File: src/include/smrd_pkg.sv
package smrd_pkg;
  localparam logic [15:0] MR_RESET = 16'h0000;
  localparam logic [1:0] SEL_BURST = 2'h0;
  localparam logic [1:0] SEL_IO_TERM = 2'h1;
  localparam logic [1:0] SEL_REFRESH = 2'h2;
  localparam logic [1:0] BL_FIXED8 = 2'h0;
  localparam logic [1:0] BL_FLY = 2'h1;
  localparam logic [1:0] BL_CHOP4 = 2'h2;
  localparam int MR0_PD_EXIT = 12;
  localparam int MR1_LOOP_DIS = 0;
  localparam int MR1_LEVEL = 7;
  localparam int MR1_STROBE_TERM = 11;
  localparam int MR1_OUT_OFF = 12;
  localparam int MR2_AUTO_SR = 6;
  localparam int MR2_TEMP_RANGE = 7;
  localparam logic [3:0] CWL_BASE = 4'h5;
  localparam logic [3:0] CL_BASE_LO = 4'h4;
  localparam logic [3:0] CL_BASE_HI = 4'hC;
  localparam logic [3:0] BURST_CLKS = 4'h4;
  localparam logic [3:0] CHOP_PULL_IN = 4'h2;
  localparam logic [3:0] DIV_OFF = 4'h0;
  localparam logic [3:0] DIV_2 = 4'h2;
  localparam logic [3:0] DIV_4 = 4'h4;
  localparam logic [3:0] DIV_6 = 4'h6;
  localparam logic [3:0] DIV_7 = 4'h7;
  localparam logic [3:0] DIV_8 = 4'h8;
  localparam logic [3:0] DIV_12 = 4'hC;
  typedef enum logic [1:0] {
    PWR_ACTIVE = 2'h0,
    PWR_DOWN = 2'h1,
    PWR_SELFREF = 2'h2
  } smrd_pwr_type;
endpackage

File: src/include/smrd_cmd_if.sv
interface smrd_cmd_if;
  logic mrs;
  logic [1:0] mrs_sel;
  logic [15:0] mrs_val;
  logic rd;
  logic wr;
  logic bc_fly_chop;
  logic sr_entry;
  logic cke;
  logic odt;
  modport src(output mrs, mrs_sel, mrs_val, rd, wr, bc_fly_chop, sr_entry, cke, odt);
  modport dst(input mrs, mrs_sel, mrs_val, rd, wr, bc_fly_chop, sr_entry, cke, odt);
endinterface

File: src/core/smrd_delay_line.sv
module smrd_delay_line #(
  parameter int unsigned DW = 1,
  parameter int unsigned DEPTH = 16
) (
  input wire logic i_ref_clk,
  input wire logic i_rst,
  input wire logic [DW-1:0] i_in,
  input wire logic [3:0] i_dly,
  output logic [DW-1:0] o_out
);
  logic [DW-1:0] sr_ff [DEPTH];

  generate
    if (DEPTH < 15) begin : g_bad_depth
      $error("smrd_delay_line needs DEPTH of 15 or more");
    end
  endgenerate

  always_ff @(posedge i_ref_clk) begin
    if (i_rst) begin
      for (int i = 0; i < DEPTH; i++) sr_ff[i] <= '0;
    end else begin
      sr_ff[0] <= i_in;
      for (int i = 1; i < DEPTH; i++) sr_ff[i] <= sr_ff[i-1];
    end
  end

  // Zero delay passes straight through so the caller's own register adds the only cycle
  always_comb begin
    if (i_dly == 4'h0) begin
      o_out = i_in;
    end else begin
      o_out = sr_ff[i_dly - 4'h1];
    end
  end
endmodule // smrd_delay_line

File: src/core/smrd_cmd_decode.sv
module smrd_cmd_decode (
  input wire logic i_ref_clk,
  input wire logic i_rst,
  input wire logic i_cs_n,
  input wire logic i_ras_n,
  input wire logic i_cas_n,
  input wire logic i_we_n,
  input wire logic [2:0] i_ba,
  input wire logic [15:0] i_addr,
  input wire logic i_cke,
  input wire logic i_odt,
  smrd_cmd_if.src cmd
);
  localparam int PW = 25;
  logic [PW-1:0] s1_ff;
  logic [PW-1:0] s2_ff;
  logic cke_prev_ff;
  logic [3:0] strobes;

  // Pins are sampled twice before any decode reads them
  always_ff @(posedge i_ref_clk) begin
    if (i_rst) begin
      s1_ff <= '0;
      s2_ff <= '0;
    end else begin
      s1_ff <= {i_cs_n, i_ras_n, i_cas_n, i_we_n, i_ba, i_addr, i_cke, i_odt};
      s2_ff <= s1_ff;
    end
  end

  assign strobes = s2_ff[24:21];

  always_ff @(posedge i_ref_clk) begin
    if (i_rst) begin
      cke_prev_ff <= 1'b0;
      cmd.mrs <= 1'b0;
      cmd.mrs_sel <= 2'h0;
      cmd.mrs_val <= 16'h0000;
      cmd.rd <= 1'b0;
      cmd.wr <= 1'b0;
      cmd.bc_fly_chop <= 1'b0;
      cmd.sr_entry <= 1'b0;
      cmd.cke <= 1'b0;
      cmd.odt <= 1'b0;
    end else begin
      cke_prev_ff <= s2_ff[1];
      cmd.mrs <= (strobes == 4'h0) && !s2_ff[20] && cke_prev_ff;
      cmd.mrs_sel <= s2_ff[19:18];
      cmd.mrs_val <= s2_ff[17:2];
      cmd.rd <= (strobes == 4'h5) && cke_prev_ff;
      cmd.wr <= (strobes == 4'h4) && cke_prev_ff;
      // A12 low at the column command asks for a chop
      cmd.bc_fly_chop <= !s2_ff[14];
      cmd.sr_entry <= (strobes == 4'h1) && cke_prev_ff && !s2_ff[1];
      cmd.cke <= s2_ff[1];
      cmd.odt <= s2_ff[0];
    end
  end
endmodule // smrd_cmd_decode

File: src/core/smrd_top.sv
module smrd_top #(
  parameter int unsigned TRP_CYCLES = 11,
  parameter int unsigned WR_CODE0_CYCLES = 16,
  parameter int unsigned WR_CODE1_CYCLES = 5,
  parameter int unsigned DLY_DEPTH = 16
) (
  input wire logic i_ref_clk,
  input wire logic i_rst,
  input wire logic i_cs_n,
  input wire logic i_ras_n,
  input wire logic i_cas_n,
  input wire logic i_we_n,
  input wire logic [2:0] i_ba,
  input wire logic [15:0] i_addr,
  input wire logic i_cke,
  input wire logic i_odt,
  output logic o_int_read,
  output logic o_int_write,
  output logic o_rd_data_start,
  output logic o_wr_data_start,
  output logic o_wr_recovery_start,
  output logic o_wr_pull_in,
  output logic [3:0] o_cas_read_delay,
  output logic [3:0] o_additive_delay,
  output logic [3:0] o_cas_write_delay,
  output logic [4:0] o_read_latency,
  output logic [4:0] o_write_latency,
  output logic [4:0] o_write_recovery,
  output logic [5:0] o_dal_cycles,
  output logic [3:0] o_drive_div,
  output logic [3:0] o_rtt_nom_div,
  output logic [3:0] o_rtt_wr_div,
  output logic [3:0] o_rtt_now_div,
  output logic o_wr_level_en,
  output logic o_outputs_off,
  output logic o_extra_termination_strobe_en,
  output logic o_selfrefresh_temp_range,
  output logic o_automatic_selfrefresh,
  output logic [7:0] o_partial_array_retention,
  output logic o_dll_running,
  output logic o_pd_slow_exit,
  output logic o_cfg_reserved
);
  generate
    if (TRP_CYCLES < 1 || TRP_CYCLES > 31) begin : g_bad_trp
      $error("TRP_CYCLES must be 1 to 31");
    end
    if (WR_CODE0_CYCLES > 31 || WR_CODE1_CYCLES > 31) begin : g_bad_wr
      $error("write recovery codes must fit five bits");
    end
  endgenerate

  smrd_cmd_if cmd();

  smrd_cmd_decode u_decode (
    .i_ref_clk(i_ref_clk),
    .i_rst(i_rst),
    .i_cs_n(i_cs_n),
    .i_ras_n(i_ras_n),
    .i_cas_n(i_cas_n),
    .i_we_n(i_we_n),
    .i_ba(i_ba),
    .i_addr(i_addr),
    .i_cke(i_cke),
    .i_odt(i_odt),
    .cmd(cmd.src)
  );

  // Stored mode registers
  logic [15:0] burst_recovery_config_ff;
  logic [15:0] io_termination_latency_config_ff;
  logic [15:0] refresh_write_latency_config_ff;

  always_ff @(posedge i_ref_clk) begin
    if (i_rst) begin
      burst_recovery_config_ff <= smrd_pkg::MR_RESET;
      io_termination_latency_config_ff <= smrd_pkg::MR_RESET;
      refresh_write_latency_config_ff <= smrd_pkg::MR_RESET;
    end else if (cmd.mrs) begin
      // Only the addressed register changes; the others keep their fields
      if (cmd.mrs_sel == smrd_pkg::SEL_BURST) begin
        burst_recovery_config_ff <= cmd.mrs_val;
      end else if (cmd.mrs_sel == smrd_pkg::SEL_IO_TERM) begin
        io_termination_latency_config_ff <= cmd.mrs_val;
      end else if (cmd.mrs_sel == smrd_pkg::SEL_REFRESH) begin
        refresh_write_latency_config_ff <= cmd.mrs_val;
      end
    end
  end

  logic [15:0] mr0;
  logic [15:0] mr1;
  logic [15:0] mr2;
  assign mr0 = burst_recovery_config_ff;
  assign mr1 = io_termination_latency_config_ff;
  assign mr2 = refresh_write_latency_config_ff;

  // Field decode
  logic [3:0] nxt_cas_read_delay;
  logic [3:0] nxt_additive_delay;
  logic [3:0] nxt_cas_write_delay;
  logic [4:0] nxt_write_recovery;
  logic [3:0] nxt_drive_div;
  logic [3:0] nxt_rtt_nom_div;
  logic [3:0] nxt_rtt_wr_div;
  logic [7:0] nxt_retention;
  logic cl_bad;
  logic al_bad;
  logic nom_bad;
  logic drv_bad;
  logic wrt_bad;
  logic cwl_bad;

  always_comb begin
    cl_bad = 1'b0;
    if (!mr0[2]) begin
      nxt_cas_read_delay = smrd_pkg::CL_BASE_LO + {1'b0, mr0[6:4]};
      cl_bad = (mr0[6:4] == 3'h0);
    end else begin
      nxt_cas_read_delay = smrd_pkg::CL_BASE_HI + {1'b0, mr0[6:4]};
      cl_bad = (mr0[6:4] > 3'h2);
    end
  end

  always_comb begin
    al_bad = 1'b0;
    case (mr1[4:3])
      2'h0: nxt_additive_delay = 4'h0;
      2'h1: nxt_additive_delay = nxt_cas_read_delay - 4'h1;
      2'h2: nxt_additive_delay = nxt_cas_read_delay - 4'h2;
      default: begin
        nxt_additive_delay = 4'h0;
        al_bad = 1'b1;
      end
    endcase
  end

  always_comb begin
    case (mr0[11:9])
      3'h0: nxt_write_recovery = 5'(WR_CODE0_CYCLES);
      3'h1: nxt_write_recovery = 5'(WR_CODE1_CYCLES);
      3'h2: nxt_write_recovery = 5'h06;
      3'h3: nxt_write_recovery = 5'h07;
      3'h4: nxt_write_recovery = 5'h08;
      3'h5: nxt_write_recovery = 5'h0A;
      3'h6: nxt_write_recovery = 5'h0C;
      default: nxt_write_recovery = 5'h0E;
    endcase
  end

  always_comb begin
    nom_bad = 1'b0;
    case ({mr1[9], mr1[6], mr1[2]})
      3'h0: nxt_rtt_nom_div = smrd_pkg::DIV_OFF;
      3'h1: nxt_rtt_nom_div = smrd_pkg::DIV_4;
      3'h2: nxt_rtt_nom_div = smrd_pkg::DIV_2;
      3'h3: nxt_rtt_nom_div = smrd_pkg::DIV_6;
      3'h4: nxt_rtt_nom_div = smrd_pkg::DIV_12;
      3'h5: nxt_rtt_nom_div = smrd_pkg::DIV_8;
      default: begin
        nxt_rtt_nom_div = smrd_pkg::DIV_OFF;
        nom_bad = 1'b1;
      end
    endcase
  end

  always_comb begin
    drv_bad = 1'b0;
    case ({mr1[5], mr1[1]})
      2'h0: nxt_drive_div = smrd_pkg::DIV_6;
      2'h1: nxt_drive_div = smrd_pkg::DIV_7;
      default: begin
        // Reserved codes keep the weaker legal driver rather than float
        nxt_drive_div = smrd_pkg::DIV_6;
        drv_bad = 1'b1;
      end
    endcase
  end

  always_comb begin
    wrt_bad = 1'b0;
    case (mr2[10:9])
      2'h0: nxt_rtt_wr_div = smrd_pkg::DIV_OFF;
      2'h1: nxt_rtt_wr_div = smrd_pkg::DIV_4;
      2'h2: nxt_rtt_wr_div = smrd_pkg::DIV_2;
      default: begin
        nxt_rtt_wr_div = smrd_pkg::DIV_OFF;
        wrt_bad = 1'b1;
      end
    endcase
  end

  always_comb begin
    cwl_bad = (mr2[5:4] == 2'h3);
    nxt_cas_write_delay = smrd_pkg::CWL_BASE + {1'b0, mr2[5:3]};
    if (cwl_bad) begin
      nxt_cas_write_delay = smrd_pkg::CWL_BASE;
    end
  end

  always_comb begin
    case (mr2[2:0])
      3'h0: nxt_retention = 8'hFF;
      3'h1: nxt_retention = 8'h0F;
      3'h2: nxt_retention = 8'h03;
      3'h3: nxt_retention = 8'h01;
      3'h4: nxt_retention = 8'hFC;
      3'h5: nxt_retention = 8'hF0;
      3'h6: nxt_retention = 8'hC0;
      default: nxt_retention = 8'h80;
    endcase
  end

  // Registered configuration view
  always_ff @(posedge i_ref_clk) begin
    if (i_rst) begin
      o_cas_read_delay <= 4'h0;
      o_additive_delay <= 4'h0;
      o_cas_write_delay <= 4'h0;
      o_read_latency <= 5'h00;
      o_write_latency <= 5'h00;
      o_write_recovery <= 5'h00;
      o_dal_cycles <= 6'h00;
      o_drive_div <= 4'h0;
      o_rtt_nom_div <= 4'h0;
      o_rtt_wr_div <= 4'h0;
      o_wr_level_en <= 1'b0;
      o_outputs_off <= 1'b0;
      o_extra_termination_strobe_en <= 1'b0;
      o_selfrefresh_temp_range <= 1'b0;
      o_automatic_selfrefresh <= 1'b0;
      o_partial_array_retention <= 8'h00;
      o_wr_pull_in <= 1'b0;
      o_cfg_reserved <= 1'b0;
    end else begin
      o_cas_read_delay <= nxt_cas_read_delay;
      o_additive_delay <= nxt_additive_delay;
      o_cas_write_delay <= nxt_cas_write_delay;
      o_read_latency <= {1'b0, nxt_additive_delay} + {1'b0, nxt_cas_read_delay};
      o_write_latency <= {1'b0, nxt_additive_delay} + {1'b0, nxt_cas_write_delay};
      o_write_recovery <= nxt_write_recovery;
      o_dal_cycles <= {1'b0, nxt_write_recovery} + 6'(TRP_CYCLES);
      o_drive_div <= nxt_drive_div;
      o_rtt_nom_div <= nxt_rtt_nom_div;
      o_rtt_wr_div <= nxt_rtt_wr_div;
      o_wr_level_en <= mr1[smrd_pkg::MR1_LEVEL];
      o_outputs_off <= mr1[smrd_pkg::MR1_OUT_OFF];
      o_extra_termination_strobe_en <= mr1[smrd_pkg::MR1_STROBE_TERM];
      o_selfrefresh_temp_range <= mr2[smrd_pkg::MR2_TEMP_RANGE];
      o_automatic_selfrefresh <= mr2[smrd_pkg::MR2_AUTO_SR];
      o_partial_array_retention <= nxt_retention;
      o_wr_pull_in <= (mr0[1:0] == smrd_pkg::BL_CHOP4);
      o_cfg_reserved <= cl_bad | al_bad | nom_bad | drv_bad | wrt_bad | cwl_bad |
        (mr0[1:0] == 2'h3);
    end
  end

  // Column commands: additive hold, then read or write delay
  logic [1:0] al_out;
  logic rd_start;
  logic wr_start;
  logic rec_start;
  logic [3:0] rec_dly;

  smrd_delay_line #(.DW(2), .DEPTH(DLY_DEPTH)) u_al_pipe (
    .i_ref_clk(i_ref_clk),
    .i_rst(i_rst),
    .i_in({cmd.rd, cmd.wr}),
    .i_dly(nxt_additive_delay),
    .o_out(al_out)
  );

  smrd_delay_line #(.DW(1), .DEPTH(DLY_DEPTH)) u_rd_pipe (
    .i_ref_clk(i_ref_clk),
    .i_rst(i_rst),
    .i_in(al_out[1]),
    .i_dly(nxt_cas_read_delay),
    .o_out(rd_start)
  );

  smrd_delay_line #(.DW(1), .DEPTH(DLY_DEPTH)) u_wr_pipe (
    .i_ref_clk(i_ref_clk),
    .i_rst(i_rst),
    .i_in(al_out[0]),
    .i_dly(nxt_cas_write_delay),
    .o_out(wr_start)
  );

  // Fixed chop ends its data two clocks early; per-command chop keeps full length
  assign rec_dly = (mr0[1:0] == smrd_pkg::BL_CHOP4) ?
    smrd_pkg::BURST_CLKS - smrd_pkg::CHOP_PULL_IN : smrd_pkg::BURST_CLKS;

  smrd_delay_line #(.DW(1), .DEPTH(DLY_DEPTH)) u_rec_pipe (
    .i_ref_clk(i_ref_clk),
    .i_rst(i_rst),
    .i_in(wr_start),
    .i_dly(rec_dly),
    .o_out(rec_start)
  );

  always_ff @(posedge i_ref_clk) begin
    if (i_rst) begin
      o_int_read <= 1'b0;
      o_int_write <= 1'b0;
      o_rd_data_start <= 1'b0;
      o_wr_data_start <= 1'b0;
      o_wr_recovery_start <= 1'b0;
    end else begin
      o_int_read <= al_out[1];
      o_int_write <= al_out[0];
      o_rd_data_start <= rd_start;
      o_wr_data_start <= wr_start;
      o_wr_recovery_start <= rec_start;
    end
  end

  // Termination in force: off while ODT is low, write value during write data, else nominal
  logic [3:0] wr_win_ff;

  always_ff @(posedge i_ref_clk) begin
    if (i_rst) begin
      wr_win_ff <= 4'h0;
    end else if (wr_start) begin
      wr_win_ff <= smrd_pkg::BURST_CLKS;
    end else if (wr_win_ff != 4'h0) begin
      wr_win_ff <= wr_win_ff - 4'h1;
    end
  end

  always_ff @(posedge i_ref_clk) begin
    if (i_rst) begin
      o_rtt_now_div <= 4'h0;
    end else if (!cmd.odt) begin
      o_rtt_now_div <= smrd_pkg::DIV_OFF;
    end else if ((wr_win_ff != 4'h0) && (nxt_rtt_wr_div != smrd_pkg::DIV_OFF) &&
                 !mr1[smrd_pkg::MR1_LEVEL]) begin
      // Write termination applies even when nominal is off; not during leveling
      o_rtt_now_div <= nxt_rtt_wr_div;
    end else begin
      o_rtt_now_div <= nxt_rtt_nom_div;
    end
  end

  // Power state and loop control
  smrd_pkg::smrd_pwr_type pwr_ff;
  logic pd_fast_ff;

  always_ff @(posedge i_ref_clk) begin
    if (i_rst) begin
      pwr_ff <= smrd_pkg::PWR_ACTIVE;
    end else begin
      case (pwr_ff)
        smrd_pkg::PWR_ACTIVE: begin
          if (cmd.sr_entry) begin
            pwr_ff <= smrd_pkg::PWR_SELFREF;
          end else if (!cmd.cke) begin
            pwr_ff <= smrd_pkg::PWR_DOWN;
          end
        end
        smrd_pkg::PWR_DOWN: begin
          if (cmd.cke) begin
            pwr_ff <= smrd_pkg::PWR_ACTIVE;
          end
        end
        smrd_pkg::PWR_SELFREF: begin
          if (cmd.cke) begin
            pwr_ff <= smrd_pkg::PWR_ACTIVE;
          end
        end
        default: pwr_ff <= smrd_pkg::PWR_ACTIVE;
      endcase
    end
  end

  // Exit choice is taken at entry so a later mode set cannot change it mid power-down
  always_ff @(posedge i_ref_clk) begin
    if (i_rst) begin
      pd_fast_ff <= 1'b0;
    end else if (pwr_ff == smrd_pkg::PWR_ACTIVE) begin
      pd_fast_ff <= mr0[smrd_pkg::MR0_PD_EXIT];
    end
  end

  always_ff @(posedge i_ref_clk) begin
    if (i_rst) begin
      o_dll_running <= 1'b0;
      o_pd_slow_exit <= 1'b0;
    end else begin
      o_dll_running <= !mr1[smrd_pkg::MR1_LOOP_DIS] &&
        (pwr_ff != smrd_pkg::PWR_SELFREF) &&
        !((pwr_ff == smrd_pkg::PWR_DOWN) && !pd_fast_ff);
      o_pd_slow_exit <= (pwr_ff == smrd_pkg::PWR_DOWN) && !pd_fast_ff;
    end
  end
endmodule // smrd_top

File: config.mk
export PLATFORM = sky130hd
export DESIGN_NAME = smrd_top
export DESIGN_NICKNAME = d
export VERILOG_FILES = /design/src/include/smrd_pkg.sv /design/src/include/smrd_cmd_if.sv /design/src/core/smrd_delay_line.sv /design/src/core/smrd_cmd_decode.sv /design/src/core/smrd_top.sv
export SDC_FILE = /design/constraint.sdc
export NUM_CORES = 1
export LEC_CHECK = 0
export ABC_CLOCK_PERIOD_IN_PS = 4200
export BUFFER_PORTS_ARGS = -buffer_cell sky130_fd_sc_hd__buf_2
export CAP_MARGIN = 20
export CORE_MARGIN = 4
export CORE_UTILIZATION = 57
export DETAILED_ROUTE_END_ITERATION = 7
export PLACE_DENSITY = 0.78
export SLEW_MARGIN = 25
export SYNTH_ARGS = -nofsm -noshare
export SYNTH_HDL_FRONTEND = slang
export SYNTH_SLANG_ARGS = --single-unit
File: constraint.sdc
create_clock -name i_ref_clk -period 4.2 [get_ports i_ref_clk]
set_input_delay 0.84 -clock i_ref_clk [delete_from_list [all_inputs] [get_ports i_ref_clk]]
set_output_delay 0.84 -clock i_ref_clk [all_outputs]
set_load 0.05 [all_outputs]
==> results of run 1 <==
-- critical path, delay by kind of cell (launching register included) --
family | cells | cell delay, ns
buffers and inverters | 3 | 0.49
AND/OR/NAND/NOR | 2 | 0.28
adder cells (fa/ha/maj) | 2 | 0.97
flip-flops | 1 | 0.31
multiplexers | 3 | 0.64
AO/OA/AOI/OAI | 2 | 0.48
-- cell families (layout without fill, tap and decap cells) --
| group | after synthesis | count (layout) | share of synthesized area [%] |
|---|---|---|---|
| AOI/OAI and AO/OA | 59 | 59 | 4.87 |
| DFF | 228 | 228 | 56.0 |
| xor gates and xnor gates | 9 | 9 | 1.06 |
| adders and majority gates | 33 | 33 | 5.25 |
| and+or+nand+nor | 297 | 297 | 20.3 |
| muxes | 55 | 55 | 9.04 |
| buffers and inverters | 63 | 152 | 3.38 |
| other | 1 | 6 | 0.0460 |
-- power by group through the flow --
| stage | combinational (mW) | clock [mW] | sequential, mW |
|---|---|---|---|
| 6_report | 0.240 | 2.04 | 2.24 |
| 5_1_grt | 0.269 | 2.17 | 2.24 |
| 4_1_cts | 0.243 | 2.09 | 2.24 |
| 3_5_place_dp | 0.242 | 0 | 2.28 |
| 3_3_place_gp | 0.226 | 0 | 2.28 |
| 2_1_floorplan | 0.147 | 0 | 2.32 |
-- registers in the layout, indices dropped and copies added, names as in the netlist, 5 cells and up --
signal / count
u_decode.s1_ff: 21
o_write_recovery: 5
o_dal_cycles: 6
u_rd_pipe.sr_ff: 16
o_partial_array_retention: 6
u_decode.cmd.mrs_val: 12
u_decode.s2_ff: 21
burst_recovery_config_ff: 10
mr2: 10
u_al_pipe.sr_ff: 32
o_write_latency: 5
o_read_latency: 5
io_termination_latency_config_ff: 11
u_wr_pipe.sr_ff: 16
-- area by class of cell --
| cell class | count | area (sq um) | share of cell area (%) |
|---|---|---|---|
| Tap cell | 180 | 225 | 2.38 |
| Multi-Input combinational cell | 459 | 3340 | 35.3 |
| Inverter | 22 | 82.6 | 0.873 |
| Timing Repair Buffer | 92 | 477 | 5.04 |
| Clock buffer | 31 | 656 | 6.93 |
| Clock inverter | 7 | 113 | 1.19 |
| Sequential cell | 228 | 4560 | 48.3 |
-- placed cells by master (no fill, tap or decap), types with 18 or more instances in the layout --
cell type / count
a21oi_1: 21
buf_2: 87
clkbuf_16: 23
dfxtp_1: 228
ha_1: 31
inv_1: 21
mux2i_1: 38
nand2_1: 18
nor2_1: 78
nor2b_1: 141
-- metal layers --
| metal | track usage (%) | up-vias | routed length (um) |
|---|---|---|---|
| met2 | 31.7 | 113 | 7240 |
| met4 | 6.06 | 0 | 396 |
| met3 | 3.72 | 42 | 827 |
| met1 | 23.1 | 2474 | 6360 |
| li1 | - | 2601 | - |
| met5 | 0 | - | 0 |
-- path summary, 6_finish.rpt --
kind                      end                   startpoint
max              wr_win_ff[3]  burst_recovery_config_ff[4]
min          u_decode.cmd.mrs           u_decode.s2_ff[20]
max reg2reg      wr_win_ff[3]  burst_recovery_config_ff[4]
min reg2reg  u_decode.cmd.mrs           u_decode.s2_ff[20]
-- through the flow --
| step | setup slack, ns | utilization, % | hold slack, ns | area [sq um] | std cells |
|---|---|---|---|---|---|
| after floorplan | 0.950 | - | 0.374 | 8170 | 750 |
| after detailed placement | 0.887 | 62.3 | 0.402 | 8690 | 981 |
| after global routing | 0.679 | 67.9 | 0.422 | 9460 | 1019 |
| after global placement | 0.988 | 62.3 | 0.383 | 8680 | 981 |
| final | 0.888 | 67.9 | 0.405 | 9460 | 1019 |
| after CTS | 0.870 | 67.9 | 0.411 | 9460 | 1019 |
==> flow_summary.toml, run 1 <==
[outcome]
status = "finished, final reports clean"

[clock_network]
numCtsBuffers = 22
hold_buffers = 0
cts_max_level = 1
cts_sinks = 228
clkTransAtPathRegs_ns = 0.06
cts_tree = "built"
clock-root-buffer = "clkbuf_16"
cts_resized = 0
insertion_delay_ns = 0.50
post_cts.repair.setup_buffers = 0
clk_path_buf_depth = 3

[synth]
synth_top_area_share_pct = 56.0
synth-async-reset-ratio_pct = 0
synth_top_cell_by_area = "dfxtp_1"
ys.flop_type = "dfxtp_1"
synth_seq_cells = 228
synthTopCellsByCount = "dfxtp_1 (228), nor2b_1 (141), nor2_1 (78)"
synthesis.area_sq_um = 8150
netlist_instances = 745
synthTopCellsByArea = "dfxtp_1 (56%), nor2b_1 (11%), ha_1 (4.8%)"
synth_edf_count = 0
yosysSeqAreaShare_pct = 56.0
synth.most_common_cell = "dfxtp_1"
avgSynthCellArea_sq_um = 10.9
synth_cell_type_count = 60
synth_warnings = 0

[worst_setup_path]
arrival_ns = 3.66
crit_path_start_kind = "register"
r2r_cells = 12
cpPeakStageDelay_ns = 0.55
critPathRequiredTime_ns = 4.54
crit_fanout = 12
crit_chain = "buf_4 > inv_1 > ha_1 > nand2b_1 > a21oi_1 > inv_1 > ha_1 > mux4_2 > mux2i_1 > mux2_4 > a211oi_4 > nor3_1"
worstSetupPathType = "reg2reg"
reg2reg_slack_ns = 0.89
crit_slowest_cell = "ha_1"
cp-end-kind = "register"

[drt]
drt-total-wl_um = 14800
drtIter0Drc = 254
viasPerCell = 5.13
via_count = 5230
firstDrtPassIters = 4
drc_errors = 0
routedWlPerCell_um = 14.5
ant_nets = 0

[power_and_ir_drop]
power.density_nw_per_um2 = 478
combPwrFrac_pct = 5.3
p_sw_mw = 0.960
ir_drop_mv = 0.335
pwr-share-clk_pct = 45.2
leakage_nw = 4.11
swShare_pct = 21.2
fin_total_pwr_mw = 4.52
seq_power_share_pct = 49.5
internal_power_mw = 3.56

[timing]
post-route-period-util_pct = 78.9
final.setup.tns_ns = 0
setup_viol = 0
fmax_ghz = 0.302
period_needed_ns = 3.31
maxSlewViolCount = 0
tightest_slew_ns = 0.851
maxSlewHeadroom_pct = 43.1
rsz0062_at_grt = "false"
clock-skew-final_ns = 0.0102
hold_viol_final = 0

[finish]
layout-drive-gt1-share_pct = 18.7
num_antenna_cells = 0
nFillCells = 1058
area_growth_pct = 16.0
fin_nets = 885

[die]
die_y_um = 128
core_sq_um = 13900
core.rowCount = 43
start_util_pct = 58.5
die_w_um = 128
die-area_sq_um = 16300
pin_count = 98

[global_routing]
grt_pass1_vias = 5351
antenna_found_initial = 0
grt_max_degree = 105
grt_pass1_wl_um = 24900
grt.total_usage_pct = 18.4
overflow = 0

[placement]
port_buffers = 88
hpwl_um = 10000
place_congestion = 0.836

[hold_path]
holdPathStages = 1
hp-class = "reg2reg"

[flow_run]
cap_violations = 0
No activity file was read; power rests on OpenSTA's default activity.
==> inputs of run 2 (changes only) <==
Settings changed: ABC_AREA from default to 1, ABC_CLOCK_PERIOD_IN_PS 4200 to 2800, CORE_UTILIZATION 57 to 52, PLACE_DENSITY 0.78 to 0.75.
Clock period 4.2 ns to 2.8 ns, I/O delays scaled along.
==> flow_summary.toml, run 2 <==
[worst_setup_path]
worstSetupPathType = "reg2reg"
crit_fanout = 8
crit_path_frequent_cell = "nand2_1"
crit_slowest_cell = "dfxtp_1"
arrival_ns = 2.91
critical_path.startpoint = "burst_recovery_config_ff[5]"
critPathRequiredTime_ns = 3.20
cpPeakStageDelay_ns = 0.37
crit_chain = "inv_1 > ha_1 > inv_2 > nand2_1 > nand2_1 > nand2_1 > ha_1 > inv_2 > nand3_1 > nand2_1 > nand3_1 > nand2_1 > nand2_1 > nand2_1 > nand2_1 > nand3_1 > nand2_1 > nand2_1 > nor2_1"
crit_path_start_kind = "register"
timing.rr.start = "burst_recovery_config_ff[5]"
cp-end-kind = "register"

[global_routing]
overflow = 0
grt_pass1_vias = 5580
grt_pass1_wl_um = 25200
grt.total_usage_pct = 16.6
antenna_found_initial = 0
grt_max_degree = 83

[finish]
nFillCells = 1301
final_cells = 1330
fin_nets = 1164
final_common_cell = "dfxtp_1"
layout-drive-gt1-share_pct = 13.6
area_growth_pct = 17.4
final_util_pct = 63.0
top_register = "u_al_pipe.sr_ff"
final_cell_mix = "dfxtp_1 (228), inv_1 (195), nor2_1 (194)"
largest_reg_flops = 32
num_antenna_cells = 0
reg_top3 = "u_al_pipe.sr_ff (32), u_decode.s1_ff (21), u_decode.s2_ff (21)"

[synth]
synth_edf_count = 0
synthesis.area_sq_um = 8240
synth_top_area_share_pct = 55.4
synth-async-reset-ratio_pct = 0
synthTopCellsByCount = "dfxtp_1 (228), inv_1 (196), nor2_1 (194)"
synth-adder-area-share_pct = 5.19
post_synth_and_or_nand_nor_area_fraction_pct = 17.5
synth_top_family_by_area = "simple AND/OR/NAND/NOR gates"
synth_top_cell_by_area = "dfxtp_1"
synth-compound-area-share_pct = 9.70
synth.most_common_cell = "dfxtp_1"
netlist_instances = 1018
synth_cell_type_count = 34
avgSynthCellArea_sq_um = 8.10
yosysSeqAreaShare_pct = 55.4
synth_xor_xnor_area_share_pct = 0.319
synth.area.mux_share_pct = 0.121
ys.flop_type = "dfxtp_1"
synth_seq_cells = 228
synthTopCellsByArea = "dfxtp_1 (55%), inv_1 (8.9%), nor2_1 (8.8%)"
synth_warnings = 0

[timing]
maxSlewViolCount = 0
fmax_ghz = 0.398
hold-worst-slack_ns = 0.246
post-route-period-util_pct = 89.7
period_needed_ns = 2.51
clock-skew-final_ns = 0.0103
maxSlewHeadroom_pct = 55.0
rsz0062_at_grt = "false"
setup_viol = 0
tightest_slew_ns = 0.674
hold_viol_final = 0
final.setup.tns_ns = 0

[hold_path]
hp-class = "in2reg"
worstHoldStart = "i_cas_n"

[die]
die_y_um = 134
pin_count = 98
die_w_um = 134
start_util_pct = 53.6
core_sq_um = 15400
die-area_sq_um = 17900
core.rowCount = 45

[drt]
ant_nets = 0
viasPerCell = 4.62
drc_errors = 0
firstDrtPassIters = 4
drtIter0Drc = 319
via_count = 6145
routedWlPerCell_um = 11.4
drt-total-wl_um = 15200

[placement]
hpwl_um = 10300
port_buffers = 88
place_congestion = 0.873
dp_cells = 1290

[power_and_ir_drop]
internal_power_mw = 5.52
leakage_nw = 4.50
pwr-share-clk_pct = 45.4
fin_total_pwr_mw = 7.17
power.density_nw_per_um2 = 741
combPwrFrac_pct = 7.2
seq_power_share_pct = 47.3
ir_drop_mv = 0.404
swShare_pct = 23.0
p_sw_mw = 1.65

[clock_network]
insertion_delay_ns = 0.51
clk_path_buf_depth = 3
cts_tree = "built"
cts_max_level = 1
hold_buffers = 0
cts_sinks = 228
numCtsBuffers = 23
clock-root-buffer = "clkbuf_16"
clkTransAtPathRegs_ns = 0.06

[flow_run]
cap_violations = 0

[outcome]
status = "finished, final reports clean"
-- run 2: through the flow --
| stage | setup WS [ns] | area, sq um |
|---|---|---|
| detailed placement | 0.182 | 8850 |
| floorplan | 0.0612 | 8260 |
| global route | 0.0310 | 9680 |
| CTS | 0.171 | 9680 |
| finish | 0.288 | 9680 |
| global placement | 0.270 | 8850 |
-- run 2: repair_timing --
action / 4_1_cts / 5_1_grt
hold endpoints to repair: 0 / 0
setup endpoints to repair: 0 / 4
gates resized for setup: 0 / 1
buffers inserted: 0 / 0
-- run 2: worst max-delay path: cells and delay by family (launching register included) --
kind / cells / cell delay (ns)
DFF: 1 / 0.37
adders and majority gates: 2 / 0.68
and+or+nand+nor: 14 / 0.98
buffers and inverters: 3 / 0.37
-- run 2: routing by layer --
metal,global-route usage (%),vias to the layer above,wire length [um]
li1,-,3252,-
met1,22.1,2719,7140
met2,27.0,144,6720
met3,3.49,30,994
met4,5.54,0,331
met5,0,-,0
-- run 2: cell families (layout without fill, tap and decap cells) --
kind of cell	count (synthesis)	after routing
AND/OR/NAND/NOR	356	356
XOR/XNOR	3	3
multiplexers	1	1
flip-flops	228	228
buffers and inverters	245	341
other	1	6
AO/OA/AOI/OAI	151	151
adder cells (fa/ha/maj)	33	33
-- run 2: final timing paths --
check	slack (ns)	cells past startpoint	to
hold reg to reg	0.39	2	u_decode.s2_ff[1]
setup / recovery	0.29	19	wr_win_ff[0]
hold / removal	0.25	3	u_decode.s1_ff[22]
setup reg to reg	0.29	19	wr_win_ff[0]
-- run 2: layout make-up --
| type | instances | area, sq um | area share, % |
|---|---|---|---|
| Clock buffer | 29 | 648 | 6.70 |
| Clock inverter | 11 | 178 | 1.84 |
| Inverter | 202 | 758 | 7.84 |
| Multi-Input combinational cell | 550 | 2730 | 28.2 |
| Sequential cell | 228 | 4560 | 47.2 |
| Tap cell | 211 | 264 | 2.73 |
| Timing Repair Buffer | 99 | 538 | 5.56 |
-- run 2: power groups by stage --
stage | clock network (mW) | logic (mW) | registers [mW]
detailed placement | 0 | 0.512 | 3.47
global placement | 0 | 0.503 | 3.46
finish | 3.26 | 0.518 | 3.40
CTS | 3.33 | 0.523 | 3.40
global route | 3.46 | 0.591 | 3.41
floorplan | 0 | 0.311 | 3.56
